File: config.mk
export PLATFORM = sky130hd
export DESIGN_NAME = bsid_top
export DESIGN_NICKNAME = d
export VERILOG_FILES = /design/src/include/bsid_pkg.sv /design/src/logic/bsid_sync.sv /design/src/logic/bsid_top.sv
export VERILOG_INCLUDE_DIRS = /design/src /design/src/include
export SDC_FILE = /design/constraint.sdc
export NUM_CORES = 1
export LEC_CHECK = 0
export BUFFER_PORTS_ARGS = -buffer_cell sky130_fd_sc_hd__buf_2
export CAP_MARGIN = 20
export CELL_PAD_IN_SITES_DETAIL_PLACEMENT = 0
export CELL_PAD_IN_SITES_GLOBAL_PLACEMENT = 2
export CORE_UTILIZATION = 25
export CTS_CLUSTER_SIZE = 8
export DETAILED_ROUTE_END_ITERATION = 6
export PLACE_DENSITY = 0.62
export SYNTH_ARGS = -nofsm -noshare
export SYNTH_HDL_FRONTEND = slang
export SYNTH_SLANG_ARGS = --single-unit
File: constraint.sdc
create_clock -name clock_i -period 9.4 [get_ports clock_i]
set_input_delay 1.88 -clock clock_i [delete_from_list [all_inputs] [get_ports clock_i]]
set_output_delay 1.88 -clock clock_i [all_outputs]
set_load 0.01 [all_outputs]
File: src/include/bsid_defs.svh
// bsid_defs.svh: constants of the boundary-scan instruction decode block
// assumes inclusion by bare name from the package and the design files
`ifndef BSID_DEFS_SVH
`define BSID_DEFS_SVH
`define BSID_IR_W        4
`define BSID_OP_EXTEST   4'h0
`define BSID_OP_SAMPLE   4'h1
`define BSID_OP_IDLOAD   4'h2
`define BSID_OP_FLOAT    4'h3
`define BSID_OP_CLAMP    4'h8
`define BSID_OP_CAPTURE  4'hd
`define BSID_OP_BYPASS   4'hf
`define BSID_ID_W        32
`define BSID_REV_LSB     28
`define BSID_PART_LSB    12
`define BSID_VEND_LSB    1
`define BSID_POR_CYCLES  4'h8
`endif

File: src/include/bsid_pkg.sv
// bsid_pkg.sv: types of the boundary-scan instruction decode block
// assumes bsid_defs.svh is on the include path
`include "bsid_defs.svh"
package bsid_pkg;
   // test-access states, one-hot
   typedef enum logic [15:0] {
      BSID_RESET    = 16'h0001,
      BSID_IDLE     = 16'h0002,
      BSID_SEL_DR   = 16'h0004,
      BSID_CAP_DR   = 16'h0008,
      BSID_SHIFT_DR = 16'h0010,
      BSID_EXIT1_DR = 16'h0020,
      BSID_PAUSE_DR = 16'h0040,
      BSID_EXIT2_DR = 16'h0080,
      BSID_UPD_DR   = 16'h0100,
      BSID_SEL_IR   = 16'h0200,
      BSID_CAP_IR   = 16'h0400,
      BSID_SHIFT_IR = 16'h0800,
      BSID_EXIT1_IR = 16'h1000,
      BSID_PAUSE_IR = 16'h2000,
      BSID_EXIT2_IR = 16'h4000,
      BSID_UPD_IR   = 16'h8000
   } bsid_state_t;
   // scan path selection
   typedef enum logic [1:0] {
      BSID_PATH_CHAIN = 2'h0,
      BSID_PATH_PASS  = 2'h1,
      BSID_PATH_IDENT = 2'h2
   } bsid_path_t;
endpackage

File: src/logic/bsid_sync.sv
// bsid_sync.sv: two-flop synchroniser for a bundle of pin levels
// assumes the pins are asynchronous to clock_i
`timescale 1ns/1ps
module bsid_sync #(
   parameter int W = 1
) (
   input  wire logic         clock_i,  // block clock
   input  wire logic         rst_i,    // async reset, high
   input  wire logic [W-1:0] async_i,  // pin levels
   output logic      [W-1:0] sync_o    // synchronised levels
);
   logic [W-1:0] meta;
   logic [W-1:0] next_meta;
   logic [W-1:0] next_sync;
   // next values: first stage feeds only the second
   always_comb begin
      next_meta = async_i;
      next_sync = meta;
   end
   // register both stages
   always_ff @(posedge clock_i or posedge rst_i) begin
      if (rst_i) begin
         meta   <= '0;
         sync_o <= '0;
      end else begin
         meta   <= next_meta;
         sync_o <= next_sync;
      end
   end
endmodule

File: src/logic/bsid_top.sv
// bsid_top.sv: test-access port with instruction decode and scan registers
// assumes test pins arrive asynchronously and are sampled by clock_i
`timescale 1ns/1ps
`include "bsid_defs.svh"
// Overview of operation
// code 0000: drive outputs from cells
// code 0001: chain captures pins for shifting
// code 0001: shifted data preloads the cells
// code 0010: load and shift identification word
// code 0011: float outputs, single bit path
// code 1000: drive from cells, single bit path
// capture-instruction state loads code 1101
// code 1111: single bit scan path
// controller avoids reserved instruction codes
// cells cover all functional inputs and outputs
// identification word: revision, part, vendor, one
// self reset at power-up, reset pin optional
// standard sixteen-state sequence on rising clock
// output on falling edge, only while shifting
module bsid_top
   import bsid_pkg::*;
#(
   parameter int          N_IN    = 8,      // functional inputs
   parameter int          N_OUT   = 8,      // functional outputs
   parameter logic [3:0]  REV_ID  = 4'h1,   // arbitrary value
   parameter logic [15:0] PART_ID = 16'h0101, // arbitrary value
   parameter logic [10:0] VEND_ID = 11'h011 // arbitrary value
) (
   input  wire logic             clock_i,    // 40 MHz block clock
   input  wire logic             rst_i,      // async reset, high
   input  wire logic             tck_i,      // test clock pin
   input  wire logic             tms_i,      // mode select pin
   input  wire logic             tdi_i,      // test data in pin
   input  wire logic             trst_n_i,   // optional test reset, low
   input  wire logic [N_IN-1:0]  core_in_i,  // functional input pins
   input  wire logic [N_OUT-1:0] core_out_i, // core's output values
   output logic                  tdo_o,      // test data out
   output logic                  tdo_oe_o,   // test data out enable
   output logic      [N_OUT-1:0] pin_out_o,  // values to output pins
   output logic                  pin_oe_o,   // output drivers enabled
   output logic      [N_IN-1:0]  core_ins_o  // inputs seen by the core
);
   // boundary chain: inputs in the low bits, so input bit 0 leaves first
   localparam int NB = N_IN + N_OUT;
   // identification word; bit 0 fixed high marks the register present
   localparam logic [31:0] ID_WORD = {REV_ID, PART_ID, VEND_ID, 1'b1};
   // power-up hold, so the port needs no reset pin
   localparam logic [3:0] POR_N = `BSID_POR_CYCLES;

   // synchronised pins, test clock edges, tap state and scan registers
   logic [3:0]  pins;
   logic        tck_s, tms_s, tdi_s, trst_n_s;
   logic        tck_d, next_tck_d;
   logic        rise, fall;
   bsid_state_t st, next_st;
   logic [3:0]  ir_sh, next_ir_sh, ir, next_ir;
   logic [NB-1:0] chain, next_chain, cells, next_cells;
   logic [31:0] idr, next_idr;
   logic        pass, next_pass;
   logic        tdo_r, next_tdo_r, tdo_en, next_tdo_en;
   logic [3:0]  por, next_por;
   // controls decoded from the current instruction
   bsid_path_t  path;
   logic        drive_cells, floating, sample_cells;

   // pins into the clock domain; test clock edges are seen three clocks late,
   // so the link must run at eight block clocks a period or slower
   bsid_sync #(.W(4)) u_sync (
      .clock_i (clock_i),
      .rst_i   (rst_i),
      .async_i ({tck_i, tms_i, tdi_i, trst_n_i}),
      .sync_o  (pins)
   );
   assign {tck_s, tms_s, tdi_s, trst_n_s} = pins;
   // edges of the synchronised test clock; it idles low, so no edge after reset
   assign rise = tck_s & ~tck_d;
   assign fall = ~tck_s & tck_d;

   // tap state sequence on rising test clock
   function automatic bsid_state_t step(input bsid_state_t s, input logic m);
      case (s)
         BSID_RESET:    step = m ? BSID_RESET   : BSID_IDLE;
         BSID_IDLE:     step = m ? BSID_SEL_DR  : BSID_IDLE;
         BSID_SEL_DR:   step = m ? BSID_SEL_IR  : BSID_CAP_DR;
         BSID_CAP_DR:   step = m ? BSID_EXIT1_DR : BSID_SHIFT_DR;
         BSID_SHIFT_DR: step = m ? BSID_EXIT1_DR : BSID_SHIFT_DR;
         BSID_EXIT1_DR: step = m ? BSID_UPD_DR  : BSID_PAUSE_DR;
         BSID_PAUSE_DR: step = m ? BSID_EXIT2_DR : BSID_PAUSE_DR;
         BSID_EXIT2_DR: step = m ? BSID_UPD_DR  : BSID_SHIFT_DR;
         BSID_UPD_DR:   step = m ? BSID_SEL_DR  : BSID_IDLE;
         BSID_SEL_IR:   step = m ? BSID_RESET   : BSID_CAP_IR;
         BSID_CAP_IR:   step = m ? BSID_EXIT1_IR : BSID_SHIFT_IR;
         BSID_SHIFT_IR: step = m ? BSID_EXIT1_IR : BSID_SHIFT_IR;
         BSID_EXIT1_IR: step = m ? BSID_UPD_IR  : BSID_PAUSE_IR;
         BSID_PAUSE_IR: step = m ? BSID_EXIT2_IR : BSID_PAUSE_IR;
         BSID_EXIT2_IR: step = m ? BSID_UPD_IR  : BSID_SHIFT_IR;
         BSID_UPD_IR:   step = m ? BSID_SEL_DR  : BSID_IDLE;
         // an illegal state code falls back to reset
         default:       step = BSID_RESET;
      endcase
   endfunction

   // instruction decode; reserved codes fall to the single bit path
   always_comb begin
      path         = BSID_PATH_PASS;
      drive_cells  = 1'b0;
      floating     = 1'b0;
      sample_cells = 1'b0;
      // reserved codes keep the defaults: single bit path, pins from the core
      case (ir)
         `BSID_OP_EXTEST: begin
            path        = BSID_PATH_CHAIN;
            drive_cells = 1'b1;
         end
         `BSID_OP_SAMPLE: begin
            path         = BSID_PATH_CHAIN;
            sample_cells = 1'b1;
         end
         `BSID_OP_IDLOAD: path = BSID_PATH_IDENT;
         `BSID_OP_FLOAT:  floating = 1'b1;
         `BSID_OP_CLAMP:  drive_cells = 1'b1;
         `BSID_OP_BYPASS: path = BSID_PATH_PASS;
         default:         path = BSID_PATH_PASS;
      endcase
   end

   // next state of tap, registers and output
   always_comb begin
      next_tck_d  = tck_s;
      next_st     = st;
      next_ir_sh  = ir_sh;
      next_ir     = ir;
      next_chain  = chain;
      next_cells  = cells;
      next_idr    = idr;
      next_pass   = pass;
      next_tdo_r  = tdo_r;
      next_tdo_en = tdo_en;
      next_por    = (por != 4'h0) ? por - 4'h1 : por;
      if (por != 4'h0 || !trst_n_s) begin
         // a reset in mid-scan releases data out at once
         next_st     = BSID_RESET;
         next_ir     = `BSID_OP_BYPASS;
         next_tdo_en = 1'b0;
      end else if (rise) begin
         next_st = step(st, tms_s);
         // register actions belong to the state this rise leaves
         case (st)
            BSID_RESET: next_ir = `BSID_OP_BYPASS;
            BSID_CAP_IR: next_ir_sh = `BSID_OP_CAPTURE;
            BSID_SHIFT_IR: next_ir_sh = {tdi_s, ir_sh[3:1]};
            BSID_UPD_IR: next_ir = ir_sh;
            BSID_CAP_DR: begin
               // the single bit stage captures 0
               next_pass = 1'b0;
               if (path == BSID_PATH_IDENT)
                  next_idr = ID_WORD;
               if (path == BSID_PATH_CHAIN)
                  next_chain = {core_out_i, core_in_i};
            end
            BSID_SHIFT_DR: begin
               next_pass = tdi_s;
               next_idr  = {tdi_s, idr[31:1]};
               if (path == BSID_PATH_CHAIN)
                  next_chain = {tdi_s, chain[NB-1:1]};
            end
            BSID_UPD_DR: begin
               // cells take the chain under sample (preload) and under extest only
               if (sample_cells || (drive_cells && path == BSID_PATH_CHAIN))
                  next_cells = chain;
            end
            default: next_ir = ir;
         endcase
      end else if (fall) begin
         // data out changes on falling edge while shifting
         next_tdo_en = (st == BSID_SHIFT_DR) || (st == BSID_SHIFT_IR);
         if (st == BSID_SHIFT_IR)
            next_tdo_r = ir_sh[0];
         else if (path == BSID_PATH_CHAIN)
            next_tdo_r = chain[0];
         else if (path == BSID_PATH_IDENT)
            next_tdo_r = idr[0];
         else
            next_tdo_r = pass;
      end
   end

   // register state
   always_ff @(posedge clock_i or posedge rst_i) begin
      if (rst_i) begin
         tck_d  <= 1'b0;
         st     <= BSID_RESET;
         ir_sh  <= 4'h0;
         ir     <= `BSID_OP_BYPASS;
         chain  <= '0;
         cells  <= '0;
         idr    <= '0;
         pass   <= 1'b0;
         tdo_r  <= 1'b0;
         tdo_en <= 1'b0;
         por    <= POR_N;
      end else begin
         tck_d  <= next_tck_d;
         st     <= next_st;
         ir_sh  <= next_ir_sh;
         ir     <= next_ir;
         chain  <= next_chain;
         cells  <= next_cells;
         idr    <= next_idr;
         pass   <= next_pass;
         tdo_r  <= next_tdo_r;
         tdo_en <= next_tdo_en;
         por    <= next_por;
      end
   end

   // pin side: cells or core values, drivers float on request
   assign tdo_o      = tdo_r;
   assign tdo_oe_o   = tdo_en;
   assign pin_out_o  = drive_cells ? cells[NB-1:N_IN] : core_out_i;
   assign pin_oe_o   = ~floating;
   assign core_ins_o = core_in_i;
endmodule

==> impl_metrics.py <==
metrics = {
    "outcome": {
        "status": "finished clean",
    },
    "place": {
        "place_congestion": 0.763,
        "placed_area_um2": 4920,
        "port_buffers": 40,
        "hpwl_mm": 6.84,
    },
    "yosys": {
        "async_reset_ff_frac": 1.00,
        "ys_seq_area_frac": 0.529,
        "synthCells": 450,
        "post-synth-top-count-cell": "dfrtp_1",
        "syn_nets": 474,
        "syn_area_um2": 4550,
        "synth_top_cells_by_count": "dfrtp_1, o21ai_0, nand3_1",
        "synth_ff_type": "dfrtp_1",
        "synth.avg_cell_area_um2": 10.1,
        "yosys_warnings": 0,
        "yosys_register_bits": 96,
        "synth_top_area_share": 0.495,
        "yosys-top-cells-area": "dfrtp_1, o21ai_0, mux2_2",
        "yosys.area.top_type": "dfrtp_1",
        "yosysUniqueCellTypes": 56,
        "synth_edf_count": 0,
    },
    "min_path": {
        "hold_depth": 0,
        "min_path_type": "flip-flop to flip-flop",
        "min_from": "u_sync.meta[0]$_DFF_PP0_",
    },
    "drt": {
        "wirelength_mm": 10.4,
        "drt_iter0_drc": 248,
        "via_count": 3301,
        "antenna_left": 0,
        "vias_per_cell": 4.66,
        "wire_per_inst_um": 14.7,
        "dr.pass1.iters": 4,
        "drc_errors": 0,
    },
    "floorplanning": {
        "die_y_um": 137,
        "die_w_um": 137,
        "coreArea_um2": 17500,
        "fp.dieArea_um2": 18800,
        "start_util": 0.260,
        "rows": 48,
        "io_pins": 41,
    },
    "setup_path": {
        "critPathLaunchType": "input pin",
        "crit_start": "core_out_i[0]",
        "max_stage_delay_ns": 0.25,
        "r2r_cells": 5,
        "crit_fanout": 2,
        "worstSetupPathType": "input pin to output pin",
        "rr_startpoint": "st[12]$_DFFE_PP0N_",
        "cp_top_family": "buffers and inverters",
        "cp_common_cell": "buf_2",
        "worstSetupEndpointType": "output pin",
        "crit_required_ns": 7.52,
        "crit_chain": "buf_2, mux2_2, buf_2",
        "crit_buf_inv": 2,
        "worstPathArrival_ns": 2.37,
        "cp_slowest_cell": "mux2_2",
        "crit_cells": 3,
    },
    "final_layout": {
        "stdcell_area_um2": 5210,
        "diodes": 0,
        "fin_util": 0.297,
        "drive_above_1_share": 0.199,
        "area_delta_synth_final_pct": 14.3,
        "nets": 502,
    },
    "power": {
        "p_per_area_nw_per_um2": 156,
        "vdd_drop_max_uv": 90.7,
        "leakage_nw": 2.40,
    },
    "grt": {
        "grt_antenna_before_repair": 0,
        "overflow": 0,
        "grt_pass1_wl_mm": 17.0,
        "grt_max_degree": 67,
        "track_usage": 0.119,
        "grt_pass1_vias": 3208,
    },
    "timing": {
        "relSlewSlack": 0.403,
        "layout_min_cycle_time_ns": 4.25,
        "fmax_mhz": 235,
        "setup_viol": 0,
        "slew_viol_final": 0,
        "fin_crit_sh": 0.452,
        "rsz0062_at_grt": "false",
        "fin_tns_setup_ns": 0,
        "fin_skew_ns": 0.0141,
        "finalHoldViolations": 0,
        "tightest_slew_ns": 0.888,
    },
    "clock_tree": {
        "clock-sinks": 96,
        "htreeDepth": 3,
        "cts_tree": "done",
        "cts_setup_buffers": 0,
        "numCtsBuffers": 9,
        "clock_latency_ns": 0.35,
        "ctsLongestPathBuffers": 2,
        "cts_resized": 0,
        "cts_root_buffer": "clkbuf_16",
        "path_clk_slew_ns": 0.07,
        "holdBufCountCts": 0,
    },
    "job": {
        "max-cap-violations": 0,
    },
}
cell type report:
type	count	area, um2
fillers	1852	12300
flip-flops and latches	96	2410
multi-input cells	292	1860
well taps	225	282
repair buffers	47	253
clock buffers	9	225
inverters	32	123
clock inverters	7	58.8
logic make-up (layout without fill, tap and decap cells):
family / after synthesis / in the layout / share of synthesized area
buffers and inverters: 62 / 95 / 0.0637
AND/OR/NAND/NOR: 154 / 154 / 0.181
flip-flops: 96 / 96 / 0.529
AO/OA/AOI/OAI: 95 / 95 / 0.127
adder cells (fa/ha/maj): 2 / 2 / 0.00549
multiplexers: 35 / 35 / 0.0819
XOR/XNOR: 6 / 6 / 0.0115
per-stage QoR:
stage	hold slack, ns	std cells	worst slack [ns]	power [W]
detailed placement	0.335	692	5.15	0.000469
global route	0.369	708	5.13	0.000853
finish	0.354	708	5.15	0.000815
CTS	0.361	708	5.14	0.000834
floorplan	0.331	450	5.02	0.000452
global placement	0.332	692	5.16	0.000468
worst paths after layout:
kind	endpoint	slack, ns
worst max-delay path	pin_out_o[0]	5.15
worst max register to register	idr[31]$_DFFE_PP0P_	6.15
worst min-delay path	u_sync.sync_o[0]$_DFF_PP0_	0.35
max in group asynchronous	ir_sh[1]$_DFFE_PP0P_	6.65
min in group asynchronous	chain[14]$_DFFE_PP0P_	1.51
worst min register to register	u_sync.sync_o[0]$_DFF_PP0_	0.35
placed cells by master (no fill, tap or decap), types with 5 or more instances in the layout:
master and n:
buf_2 40, dfrtp_1 90, nand2b_1 7, nor4_1 5
inv_1 31, a21oi_1 10, mux2i_1 17, clkbuf_16 9
o21ai_1 10, nor2_1 24, nand2_1 35, dfstp_2 6
nand4_1 5, mux2_2 17, nor3_1 11, buf_4 7
nand3_1 37, o21ai_0 41, o21a_1 7
worst reg2reg max path: stages (launching register included):
cell	delay (ns)
dfrtp_1	0.49
or4_1	0.72
or4_1	0.58
buf_4	0.27
a21oi_4	0.69
mux2_1	0.39
report_power, final:
group | switching [W] | leakage (nW) | total (W) | internal [W]
registers | 0.00000309 | 1.21 | 0.000420 | 0.000416
clock network | 0.000171 | 0.139 | 0.000355 | 0.000185
logic | 0.0000263 | 1.04 | 0.0000398 | 0.0000135
total | 0.000200 | 2.40 | 0.000815 | 0.000615
metal layers:
layer / GRT usage / part of all wire
met2: 0.180 / 0.46
met3: 0.0348 / 0.036
met1: 0.163 / 0.49
met5: 0 / 0
met4: 0.0385 / 0.011
sequential cells by signal, summed over array words and instances (netlist names):
name,cells
idr,32
st,16
tdo_oe_o,1
u_sync.meta,4
pass,1
tdo_o,1
chain,16
ir,4
ir_sh,4
u_sync.sync_o,4
por,4
tck_d,1
cells,8
(Power assumes the default switching activity.)
